==> config.mk <==
export PLATFORM = sky130hd
export DESIGN_NAME = rcf_reset_char
export DESIGN_NICKNAME = d
export VERILOG_FILES = /design/src/rcf_pkg.sv /design/src/rcf_char_if.sv /design/src/rcf_reset_char.sv /design/src/rcf_ctrlc_det.sv
export VERILOG_INCLUDE_DIRS = /design/src
export SDC_FILE = /design/constraint.sdc
export NUM_CORES = 1
export LEC_CHECK = 0
export CAP_MARGIN = 20
export CORE_MARGIN = 8
export CORE_UTILIZATION = 37
export CTS_BUF_LIST = sky130_fd_sc_hd__clkbuf_8
export DETAILED_ROUTE_END_ITERATION = 8
export DONT_BUFFER_PORTS = 1
export PLACE_DENSITY = 0.62
export SLEW_MARGIN = 15
export SYNTH_ARGS = -nofsm -noshare
export SYNTH_HDL_FRONTEND = slang
export SYNTH_SLANG_ARGS = --single-unit
export TNS_END_PERCENT = 100
==> constraint.sdc <==
create_clock -name sys_clk_in -period 2.1 [get_ports sys_clk_in]
set_input_delay 0.42 -clock sys_clk_in [delete_from_list [all_inputs] [get_ports sys_clk_in]]
set_output_delay 0.42 -clock sys_clk_in [all_outputs]
set_load 0.02 [all_outputs]
==> src/rcf_cfg.svh <==
// offsets, field values, reset values and codes for the reset-char block
`ifndef RCF_CFG_SVH
`define RCF_CFG_SVH

// register offsets on the command register port
`define RCF_MODE_OFS   16'h0009
`define RCF_CLEAR_OFS  16'h0093

// reset-response mode values and limits
`define RCF_MODE_RESET 2'h1
`define RCF_MODE_MAX   32'h0000_0002
`define RCF_MODE_W     2

// serial control character and fault code
`define RCF_CTRL_C     8'h03
`define RCF_ERR_LOCK   8'h68
`define RCF_ERR_NONE   8'h00

`endif

==> src/rcf_pkg.sv <==
// types shared by the reset-char and locked-rotor clear block
package rcf_pkg;
  // reset-response mode as stored in the configuration register
  typedef enum logic [1:0] {
    RCF_OFF   = 2'h0,  // ctrl-c ignored
    RCF_ON    = 2'h1,  // ctrl-c resets
    RCF_PARTY = 2'h2   // ctrl-c resets; with party mode on, only when addressed
  } rcf_mode_e;

  // state of the ctrl-c detector
  typedef struct packed {
    logic reset_req;  // one-cycle request toward the top
  } rcf_det_s;

  // state of the top module
  typedef struct packed {
    rcf_mode_e   mode;        // reset-response mode
    logic        rotor_fault; // latched locked-rotor flag
    logic [7:0]  err_code;    // current error code
    logic        attn;        // latched attention output
    logic        bridge_en;   // output stage allowed to run
    logic        soft_rst;    // soft reset pulse
    logic [31:0] rdata;       // register read data
    logic        ack;         // register access answer
    logic        range_err;   // out-of-range mode write
  } rcf_top_s;
endpackage : rcf_pkg

==> src/rcf_char_if.sv <==
// carrier between the top and the ctrl-c detector
interface rcf_char_if;
  import rcf_pkg::*;
  logic       char_valid;  // one received byte this cycle
  logic [7:0] char_data;   // received byte
  rcf_mode_e  mode;        // current reset-response mode
  logic       party;       // party addressing selected
  logic       addressed;   // this unit addressed in party mode
  logic       reset_req;   // detector asks for a soft reset

  modport ctl (output char_valid, char_data, mode, party, addressed,
               input reset_req);
  modport det (input char_valid, char_data, mode, party, addressed,
               output reset_req);
endinterface : rcf_char_if

==> src/rcf_reset_char.sv <==
// top: reset-response mode register, ctrl-c reset, locked-rotor fault
`include "rcf_cfg.svh"
module rcf_reset_char
  import rcf_pkg::*;
(
  input  wire logic        sys_clk_in,                 // 100 MHz clock
  input  wire logic        reset_n_in,                 // async, low
  input  wire logic        rx_valid_in,                // byte strobe
  input  wire logic [7:0]  rx_data_in,                 // received byte
  input  wire logic        party_addressing_select_in, // party mode on
  input  wire logic        unit_addressed_in,          // unit_name hit
  input  wire logic        reg_wr_in,                  // register write
  input  wire logic        reg_rd_in,                  // register read
  input  wire logic [15:0] reg_addr_in,                // register offset
  input  wire logic [31:0] reg_wdata_in,               // write data
  input  wire logic        rotor_lock_detect_in,       // lock event
  input  wire logic        attention_output_mask_in,   // lock -> attn
  output logic      [31:0] reg_rdata_out,              // read data
  output logic             reg_ack_out,                // access answer
  output logic             mode_range_err_out,         // bad mode write
  output logic             soft_reset_out,             // soft reset
  output logic             motion_stop_out,            // stop motion
  output logic             program_halt_out,           // halt program
  output logic             user_data_discard_out,      // drop user data
  output logic             locked_rotor_flag_out,      // fault flag
  output logic      [7:0]  error_code_out,             // error code
  output logic             attention_out,              // attention
  output logic             bridge_enable_out           // stage allowed
);

  rcf_top_s   st;       // registered state
  rcf_top_s   next_st;  // next state
  rcf_char_if char_if (); // carrier to the detector

  logic wr_mode;   // write to the mode register
  logic rd_mode;   // read of the mode register
  logic wr_clear;  // locked-rotor clear command
  logic mode_ok;   // written mode value in range

  // hand the byte stream and mode to the detector; all same clock
  assign char_if.char_valid = rx_valid_in;
  assign char_if.char_data  = rx_data_in;
  assign char_if.mode       = st.mode;
  assign char_if.party      = party_addressing_select_in;
  assign char_if.addressed  = unit_addressed_in;

  // ctrl-c detector
  rcf_ctrlc_det u_det (
    .sys_clk_in (sys_clk_in),
    .reset_n_in (reset_n_in),
    .char_if    (char_if)
  );

  // address decode for the two documented offsets
  assign wr_mode  = reg_wr_in && (reg_addr_in == `RCF_MODE_OFS);
  assign rd_mode  = reg_rd_in && !reg_wr_in
                    && (reg_addr_in == `RCF_MODE_OFS);
  assign wr_clear = reg_wr_in && (reg_addr_in == `RCF_CLEAR_OFS);
  assign mode_ok  = (reg_wdata_in <= `RCF_MODE_MAX);

  // next-state logic for registers, fault latch and reset pulse
  always_comb begin
    next_st = st;
    // answers and pulses last a single cycle
    next_st.ack       = reg_wr_in || reg_rd_in;
    next_st.rdata     = '0;
    next_st.range_err = 1'b0;
    next_st.soft_rst  = char_if.reset_req;

    // mode write: out-of-range values are refused, old value kept
    if (wr_mode) begin
      if (mode_ok) begin
        next_st.mode = rcf_mode_e'(reg_wdata_in[`RCF_MODE_W-1:0]);
      end else begin
        next_st.range_err = 1'b1;
      end
    end

    // mode read-back; the clear command is write-only, reads zero
    if (rd_mode) begin
      next_st.rdata = {30'h0, st.mode};
    end

    // clear command drops the fault; a lock in the same cycle wins
    if (wr_clear) begin
      next_st.rotor_fault = 1'b0;
      next_st.err_code = `RCF_ERR_NONE;
      next_st.attn     = 1'b0;
    end

    // lock event sets the flag and code, attention only if masked in
    if (rotor_lock_detect_in) begin
      next_st.rotor_fault = 1'b1;
      next_st.err_code = `RCF_ERR_LOCK;
      if (attention_output_mask_in) begin
        next_st.attn = 1'b1;
      end
    end

    // output stage runs only while no locked-rotor fault is latched
    next_st.bridge_en = !next_st.rotor_fault;
  end

  // state register; the fault survives a soft reset, only power or the clear command clears it
  always_ff @(posedge sys_clk_in or negedge reset_n_in) begin
    if (!reset_n_in) begin
      st           <= '0;
      st.mode      <= rcf_mode_e'(`RCF_MODE_RESET);
      st.bridge_en <= 1'b1;
    end else begin
      st <= next_st;
    end
  end

  // outputs straight from the state register
  assign reg_rdata_out         = st.rdata;
  assign reg_ack_out           = st.ack;
  assign mode_range_err_out    = st.range_err;
  // one flop drives all reset effects so they never drift apart
  assign soft_reset_out        = st.soft_rst;
  assign motion_stop_out       = st.soft_rst;
  assign program_halt_out      = st.soft_rst;
  assign user_data_discard_out = st.soft_rst;
  assign locked_rotor_flag_out = st.rotor_fault;
  assign error_code_out        = st.err_code;
  assign attention_out         = st.attn;
  assign bridge_enable_out     = st.bridge_en;
endmodule : rcf_reset_char

==> src/rcf_ctrlc_det.sv <==
// ctrl-c detector deciding whether a soft reset is due
`include "rcf_cfg.svh"
module rcf_ctrlc_det
  import rcf_pkg::*;
(
  input  wire logic sys_clk_in,   // system clock
  input  wire logic reset_n_in,   // async reset, active low
  rcf_char_if.det   char_if       // byte stream and mode in, request out
);

  rcf_det_s st;       // registered state
  rcf_det_s next_st;  // next state
  logic     is_ctrlc; // byte is the control character

  // match the raw byte, regardless of where it sits in a line
  assign is_ctrlc = char_if.char_valid
                    && (char_if.char_data == `RCF_CTRL_C);

  // decide on the request; party addressing only gates mode 2
  always_comb begin
    next_st = st;
    next_st.reset_req = 1'b0;
    if (is_ctrlc) begin
      unique case (char_if.mode)
        RCF_OFF: begin
          next_st.reset_req = 1'b0;
        end
        RCF_ON: begin
          next_st.reset_req = 1'b1;
        end
        RCF_PARTY: begin
          // outside party mode this acts exactly like mode 1
          next_st.reset_req = !char_if.party || char_if.addressed;
        end
        default: begin
          next_st.reset_req = 1'b0; // code 3 can never be stored
        end
      endcase
    end
  end

  // register the state
  always_ff @(posedge sys_clk_in or negedge reset_n_in) begin
    if (!reset_n_in) begin
      st <= '0;
    end else begin
      st <= next_st;
    end
  end

  assign char_if.reset_req = st.reset_req;
endmodule : rcf_ctrlc_det

==> flow_metrics.py, run 1 <==
metrics = {
    "route": {
        "dr.pass1.iters": 3,
        "postRouteAntennaNets": 0,
        "routed-via-count": 590,
        "vias_per_cell": 4.76,
        "drt_iter0_drc": 14,
        "wl_per_cell_um": 19.5,
        "drc": 0,
        "wirelength_um": 2420,
    },
    "die": {
        "dieArea_um2": 4570,
        "start_util_pct": 39.4,
        "core.rowCount": 18,
        "die_w_um": 67.6,
        "io_pins": 114,
        "die_h_um": 67.6,
        "coreArea_um2": 2500,
    },
    "worst_setup_path": {
        "cp_data_arrival_time_ps": 1560,
        "critPathLaunchType": "primary input",
        "path_class": "primary input to register",
        "cp-end-kind": "register",
        "required_ps": 2210,
        "path_max_fanout": 2,
    },
    "synth": {
        "synth.yosys.seq_area_share_pct": 30.7,
        "async_reset_ff_share_pct": 100,
        "yosysWarningCount": 0,
        "syn_avg_cell_area_um2": 10.4,
        "syn_area_um2": 985,
        "synth_edf_count": 0,
        "ys_ff_latch": 12,
        "synth_cells": 95,
        "synth_ff_type": "dfrtp_1",
        "synth_cell_types": 29,
    },
    "clocking": {
        "cts_tree": "yes",
        "root_buffer": "clkbuf_8",
        "h-tree-depth": 1,
        "cts_buffer_depth": 2,
        "cts_num_sinks": 12,
        "cts_buffers": 3,
        "clock_latency_ps": 230,
        "postCtsSetupBuffers": 0,
        "clk_pin_slew_ps": 50,
    },
    "pwr": {
        "power_density_nw_per_um2": 602,
        "ir_drop_uv": 351,
        "switching_share_pct": 25.8,
        "clockPowerShare_pct": 43.5,
        "seqPwrFrac_pct": 42.6,
        "leakagePower_nw": 0.407,
        "finalPower_w": 0.000551,
        "pwr-share-comb_pct": 13.9,
        "p_sw_w": 0.000142,
        "internal-power_w": 0.000409,
    },
    "timing": {
        "finClkSkew_ps": 1.70,
        "setup-tns-final_ps": 0,
        "maxSlewHeadroom_pct": 53.5,
        "worst_slack_ps": 656,
        "setup_viol": 0,
        "hold-worst-slack_ps": 27.0,
        "fmax_mhz": 692,
        "min_period_ps": 1440,
        "period_share_pct": 68.8,
        "slew_viol_final": 0,
        "rsz0062_at_grt": "false",
        "hold_viol": 0,
        "tightest_slew_ps": 698,
    },
    "global_route": {
        "grt_pass1_vias": 743,
        "grt_usage_pct": 10.0,
        "antenna_found_initial": 0,
        "grt_max_degree": 11,
        "grt-ovfl-total": 0,
        "grt_pass1_wl_um": 3550,
    },
    "place": {
        "gp_congestion": 0.648,
        "dp_hpwl_um": 2240,
        "dp_cells": 119,
        "port_buffers": 0,
        "place_ws_ps": 395,
    },
    "layout": {
        "fin_cells": 124,
        "synthToLayoutAreaGrowth_pct": -7.12,
        "drive_gt1_share_pct": 18.1,
        "finalNetCount": 162,
        "diodes": 0,
    },
    "outcome": {
        "status": "complete, no violations",
    },
    "run": {
        "max_cap_violations": 0,
    },
    "hold_path": {
        "hold_path.class": "primary input to async pin",
    },
}
## layout by cell type, fill, tap and decap left out, types with 2 or more instances in the layout
cell	n
conb_1	35
dfrtp_1	10
nor4_1	7
clkbuf_8	4
inv_1	2
nor4_4	2
and2_1	2
nand4b_1	2
a21oi_1	2
a21o_1	2
nor4b_1	2
nor2_1	2
nand4_2	2
mux2_1	2
ha_1	2
dfstp_2	2
## flip-flops by register name, indices dropped and copies added, names as in the netlist
register / cells
attention_out: 1
bridge_enable_out: 1
char_if.mode: 2
error_code_out: 1
locked_rotor_flag_out: 1
mode_range_err_out: 1
motion_stop_out: 1
reg_ack_out: 1
reg_rdata_out: 2
u_det.char_if.reset_req: 1
## power by group through the flow
stage               registers, W  clock network (W)  logic [W]
floorplan               0.000238                  0   0.000118
global placement        0.000238                  0  0.0000684
detailed placement      0.000238                  0  0.0000687
CTS                     0.000235           0.000251  0.0000739
global route            0.000234           0.000263  0.0000821
finish                  0.000235           0.000240  0.0000766
## kinds of logic after synthesis
| group | synth area share [%] |
|---|---|
| and+or+nand+nor | 28.6 |
| buffers and inverters | 31.3 |
| other | 0.381 |
| adders and majority gates | 2.54 |
| muxes | 2.29 |
| DFF | 30.7 |
| AOI/OAI and AO/OA | 4.19 |
## worst max-delay path: stages
cell and delay [ps]:
nor4_1 330, nand4_2 190, nor4_4 280, mux2_1 340
## what timing repair did
| action | CTS | global route |
|---|---|---|
| endpoints found under the hold margin | 10 | 0 |
| resized for setup | 0 | 0 |
| hold buffers | 1 | 0 |
## path summary, 6_finish.rpt
check                                        start                       to  slack (ps)  cells past startpoint
min                                     reset_n_in        bridge_enable_out          30                      0
max                               reg_wdata_in[20]          char_if.mode[1]         660                      4
max reg2reg                        char_if.mode[0]  u_det.char_if.reset_req         860                      4
min in group sys_clk_in       rotor_lock_detect_in        bridge_enable_out         210                      1
max in group asynchronous               reset_n_in          char_if.mode[1]        1220                      1
min reg2reg                u_det.char_if.reset_req          motion_stop_out         360                      0
## routing by layer
metal	global-route usage (%)	up-vias	wire length, um
met1	8.68	272	643
met3	4.80	2	394
met4	3.92	0	11
met2	19.2	57	1370
met5	0	-	0
li1	-	259	-
## through the flow
step | instance area [um^2] | util, %
floorplan | 1110 | -
global placement | 850 | 34.0
detailed placement | 850 | 34.0
CTS | 915 | 36.6
global route | 915 | 36.6
finish | 915 | 36.6
## area by class of cell
cell class                      instances  area (um^2)
Multi-Input combinational cell         75          502
Inverter                                2         7.51
Timing Repair Buffer                    1         10.0
Tap cell                               30         37.5
Fill cell                             246         1590
Sequential cell                        12          303
Clock buffer                            4         55.1
## synthesized netlist by cell type, types with 2 or more instances
cell / count / area share [%]
buf_4: 40 / 30
dfrtp_1: 10 / 25
nor4_1: 7 / 4.4
a21o_1: 2 / 1.5
a21oi_1: 2 / 1.0
and2_1: 2 / 1.3
dfstp_2: 2 / 5.3
ha_1: 2 / 2.5
inv_1: 2 / 0.76
mux2_1: 2 / 2.3
nand4_2: 2 / 2.5
nand4b_1: 2 / 1.8
nor2_1: 2 / 0.76
nor4_4: 2 / 4.3
nor4b_1: 2 / 1.8
(Power assumes the default switching activity.)
==> inputs of run 2 (changes only) <==
clock period = 1.4 ns   (was 2.1 ns; I/O delays follow)
==> flow_metrics.py, run 2 (same netlist as run 1, synthesis figures left out) <==
metrics = {
    "outcome": {
        "status": "complete, no violations",
    },
    "timing": {
        "fmax_mhz": 771,
        "slew_viol_final": 0,
        "setup-tns-final_ps": 0,
        "maxSlewHeadroom_pct": 62.9,
        "rsz0062_at_grt": "false",
        "setup_viol": 0,
        "tightest_slew_ps": 557,
        "min_period_ps": 1300,
        "finClkSkew_ps": 0.419,
        "hold_viol": 0,
        "hold-worst-slack_ps": 74.3,
        "period_share_pct": 92.6,
    },
    "place": {
        "port_buffers": 0,
        "dp_hpwl_um": 2280,
        "gp_congestion": 0.737,
    },
    "clocking": {
        "clock_latency_ps": 230,
        "cts_tree": "yes",
        "clk_pin_slew_ps": 50,
        "h-tree-depth": 1,
        "root_buffer": "clkbuf_8",
        "cts_buffer_depth": 2,
        "cts_buffers": 3,
        "cts_num_sinks": 12,
    },
    "die": {
        "start_util_pct": 39.4,
        "die_w_um": 67.6,
        "dieArea_um2": 4570,
        "core.rowCount": 18,
        "die_h_um": 67.6,
        "coreArea_um2": 2500,
        "io_pins": 114,
    },
    "worst_setup_path": {
        "reg2reg_to": "u_det.char_if.reset_req",
        "path_class": "primary input to register",
        "cp-end-kind": "register",
        "required_ps": 1510,
        "path_max_fanout": 2,
        "r2r_setup_slack_ps": 180,
        "critPathLaunchType": "primary input",
        "endpoint": "char_if.mode[1]",
        "cp_data_arrival_time_ps": 1410,
        "reg2reg_from": "char_if.mode[0]",
        "worstSetupStartpoint": "reg_wdata_in[28]",
        "rr_worst_depth": 4,
    },
    "route": {
        "drt_iter0_drc": 14,
        "routed-via-count": 589,
        "drc": 0,
        "postRouteAntennaNets": 0,
        "dr.pass1.iters": 3,
        "wl_per_cell_um": 20.2,
        "vias_per_cell": 4.75,
        "wirelength_um": 2500,
    },
    "global_route": {
        "grt_pass1_vias": 695,
        "grt_usage_pct": 9.22,
        "antenna_found_initial": 0,
        "grt-ovfl-total": 0,
        "grt_pass1_wl_um": 3240,
        "grt_max_degree": 13,
    },
    "layout": {
        "synthToLayoutAreaGrowth_pct": -0.762,
        "layout_commonest_cell": "conb_1",
        "fillers": 254,
        "multi_input_area_um2": 571,
        "finalNetCount": 163,
        "final_util_pct": 39.1,
        "diodes": 0,
        "final_cell_mix": "35 x conb_1, 10 x dfrtp_1, 5 x nor4_4, 4 x nor4_2, 3 x clkbuf_8",
        "seqCellArea_um2": 303,
        "drive_gt1_share_pct": 25.5,
    },
    "pwr": {
        "power_density_nw_per_um2": 792,
        "leakagePower_nw": 0.413,
        "ir_drop_uv": 508,
    },
    "run": {
        "max_cap_violations": 0,
    },
    "hold_path": {
        "hold_path.class": "primary input to register",
    },
}
==> run 2: worst min path at each step <==
| stage | cells after the start | from | slack [ps] | endpoint |
|---|---|---|---|---|
| final | 1 | rotor_lock_detect_in | 70 | bridge_enable_out |
| after CTS | 1 | rotor_lock_detect_in | 70 | bridge_enable_out |
| after floorplan | 0 | reset_n_in | -20 | attention_out |
| after global routing | 1 | rotor_lock_detect_in | 70 | bridge_enable_out |
| after global placement | 0 | reset_n_in | -20 | reg_rdata_out[1] |
| after detailed placement | 0 | reset_n_in | -20 | reg_rdata_out[0] |
==> run 2: what timing repair did <==
item,CTS,global route
resized for setup,0,2
setup buffers,0,0
setup endpoints to repair,0,1
hold endpoints to repair,12,0
hold buffers,1,0
==> run 2: where the power goes <==
part,total [W],switching (W),internal (W)
clock,0.000300,0.000112,0.000188
combinational,0.000122,0.000100,0.0000218
sequential,0.000352,0.00000246,0.000349
==> run 2: critical path, cell delays in order <==
cell,delay (ps)
nor4_1,320
nand4_2,180
nor4_4,280
mux2_1,340
==> run 2: cell type report <==
type | instances | area share, %
Timing Repair Buffer | 2 | 1.79
Tap cell | 30 | 3.84
Multi-Input combinational cell | 75 | 58.4
Clock buffer | 3 | 4.23
Inverter | 2 | 0.768
Sequential cell | 12 | 31.0
==> run 2: per-stage QoR <==
step | area [um^2] | total power, W | cells | worst slack, ps
finish | 977 | 0.000774 | 124 | 103
global placement | 915 | 0.000464 | 120 | -133
detailed placement | 915 | 0.000465 | 120 | -194
global route | 977 | 0.000808 | 124 | 37.6
floorplan | 1170 | 0.000538 | 129 | -71.3
CTS | 966 | 0.000777 | 124 | 40.5
==> run 2: layer usage <==
metal / share of wire [%] / global-route usage [%] / vias to the layer above / routed length (um)
met5: 0 / 0 / - / 0
met4: 0.32 / 3.13 / 0 / 8
met3: 14 / 5.79 / 2 / 360
met2: 53 / 16.1 / 52 / 1330
met1: 32 / 8.64 / 275 / 809
li1: - / - / 260 / -
==> inputs of run 3 (changes only) <==
clock period = 1.25 ns   (was 1.4 ns; I/O delays follow)
==> flow_metrics.py, run 3 (same netlist as run 1, synthesis figures left out) <==
metrics = {
    "place": {
        "port_buffers": 0,
        "dp_hpwl_um": 2350,
        "placed_area_um2": 922,
        "gp_congestion": 0.714,
    },
    "worst_setup_path": {
        "reg2reg_to": "u_det.char_if.reset_req",
        "rr_worst_depth": 4,
        "reg2reg_from": "char_if.mode[0]",
        "cp_data_arrival_time_ps": 1370,
        "r2r_setup_slack_ps": 50,
        "required_ps": 1380,
        "crit_buf_inv": 0,
        "path_cells": "nor4_4 > nand3_2 > nor4_4 > mux2_1",
        "path_class": "primary input to register",
        "critPathLaunchType": "primary input",
        "cp-end-kind": "register",
        "cp_top_family": "simple AND/OR/NAND/NOR gates",
        "cp_slowest_stage_delay_ps": 340,
        "path_max_fanout": 2,
        "cpMostUsedCell": "nor4_4",
        "cp_slowest_cell": "mux2_1",
    },
    "route": {
        "dr.pass1.iters": 4,
        "wirelength_um": 2610,
        "vias_per_cell": 4.93,
        "wl_per_cell_um": 20.4,
        "postRouteAntennaNets": 0,
        "routed-via-count": 631,
        "drt_iter0_drc": 16,
        "drc": 0,
    },
    "pwr": {
        "finalPower_w": 0.000951,
        "power_density_nw_per_um2": 919,
        "leakagePower_nw": 0.441,
        "ir_drop_uv": 458,
    },
    "timing": {
        "hold_viol": 0,
        "fmax_mhz": 805,
        "setup_viol": 0,
        "rsz0062_at_grt": "true",
        "finClkSkew_ps": 8.46,
        "slew_viol_final": 0,
        "tightest_slew_ps": 560,
        "period_share_pct": 99.3,
        "min_period_ps": 1240,
        "maxSlewHeadroom_pct": 62.7,
    },
    "layout": {
        "seqCellArea_um2": 303,
        "final_util_pct": 41.4,
        "diodes": 0,
        "finalNetCount": 166,
        "multi_input_area_um2": 592,
        "synthToLayoutAreaGrowth_pct": 5.08,
        "stdcell_area_um2": 1030,
        "drive_gt1_share_pct": 30.6,
        "layout_commonest_cell": "conb_1",
        "final_cell_mix": "35 x conb_1, 10 x dfrtp_1, 5 x nor4_4, 5 x nor4_2",
        "fillers": 240,
    },
    "clocking": {
        "cts_tree": "yes",
        "cts_num_sinks": 12,
        "clk_pin_slew_ps": 50,
        "clock_latency_ps": 240,
        "cts_buffer_depth": 2,
        "h-tree-depth": 1,
        "cts_buffers": 3,
        "root_buffer": "clkbuf_8",
    },
    "hold_path": {
        "min_path_cells": 1,
        "hold_path.class": "primary input to register",
        "hp-start": "rotor_lock_detect_in",
        "holdPathEnd": "bridge_enable_out",
    },
    "global_route": {
        "grt_max_degree": 13,
        "grt_usage_pct": 10.4,
        "antenna_found_initial": 0,
        "grt_pass1_wl_um": 3640,
        "grt_pass1_vias": 788,
        "grt-ovfl-total": 0,
    },
    "outcome": {
        "status": "complete, no violations",
    },
    "die": {
        "die_h_um": 67.6,
        "core.rowCount": 18,
        "io_pins": 114,
        "coreArea_um2": 2500,
        "dieArea_um2": 4570,
        "die_w_um": 67.6,
        "start_util_pct": 39.4,
    },
    "run": {
        "max_cap_violations": 0,
    },
}
## run 3: area by class of cell
type | instances | share of cell area [%]
multi-input combinational | 75 | 57.2
sequential | 12 | 29.3
clock buffer | 4 | 5.32
timing repair buffer | 5 | 3.87
tap | 30 | 3.63
inverter | 2 | 0.726
## run 3: metrics by stage
stage	setup slack [ps]	TNS (ps)	cells	hold WS, ps
floorplan	-191	-432	129	-45.6
global placement	-284	-879	121	-45.3
detailed placement	-353	-1080	121	-45.3
CTS	0.129	0	127	28.9
global route	-56.6	-91.8	128	29.7
finish	8.37	0	128	37.6
## run 3: timing repair
action / 4_1_cts / 5_1_grt
gates cloned: 0 / 0
gates resized for setup: 3 / 2
hold endpoints to repair: 12 / 0
setup buffers: 1 / 1
endpoints found under the setup margin: 2 / 5
pin swaps: 3 / 3
hold buffers: 1 / 0
## run 3: report_power, final
group          total, W  switching, W  internal [W]
sequential     0.000394    0.00000278      0.000391
combinational  0.000140      0.000112     0.0000285
clock          0.000417      0.000139      0.000278
total          0.000951      0.000254      0.000697
## run 3: worst max-delay path by stage
stage / startpoint / to / slack [ps] / depth (start not counted)
detailed placement: reg_wdata_in[0] / char_if.mode[1] / -350 / 5
global placement: reg_wdata_in[0] / char_if.mode[1] / -280 / 5
global route: reg_addr_in[2] / char_if.mode[1] / -60 / 4
floorplan: reg_wdata_in[10] / char_if.mode[1] / -190 / 4
finish: reg_addr_in[12] / char_if.mode[1] / 8 / 4
CTS: reg_addr_in[2] / char_if.mode[1] / 0.1 / 4
## run 3: per-layer routing
metal  routed length (um)  track usage, %  vias to the layer above
met5                    0               0                        -
met4                   52            4.96                        0
met3                  343            5.30                        6
met2                 1480            19.1                       56
met1                  730            9.20                      304
li1                     -               -                      265
## run 3: worst reg2reg max path: stages (launching register included)
cell and delay, ps:
dfstp_2 540, inv_1 40, ha_1 260, nand4b_1 170
nor2_1 110
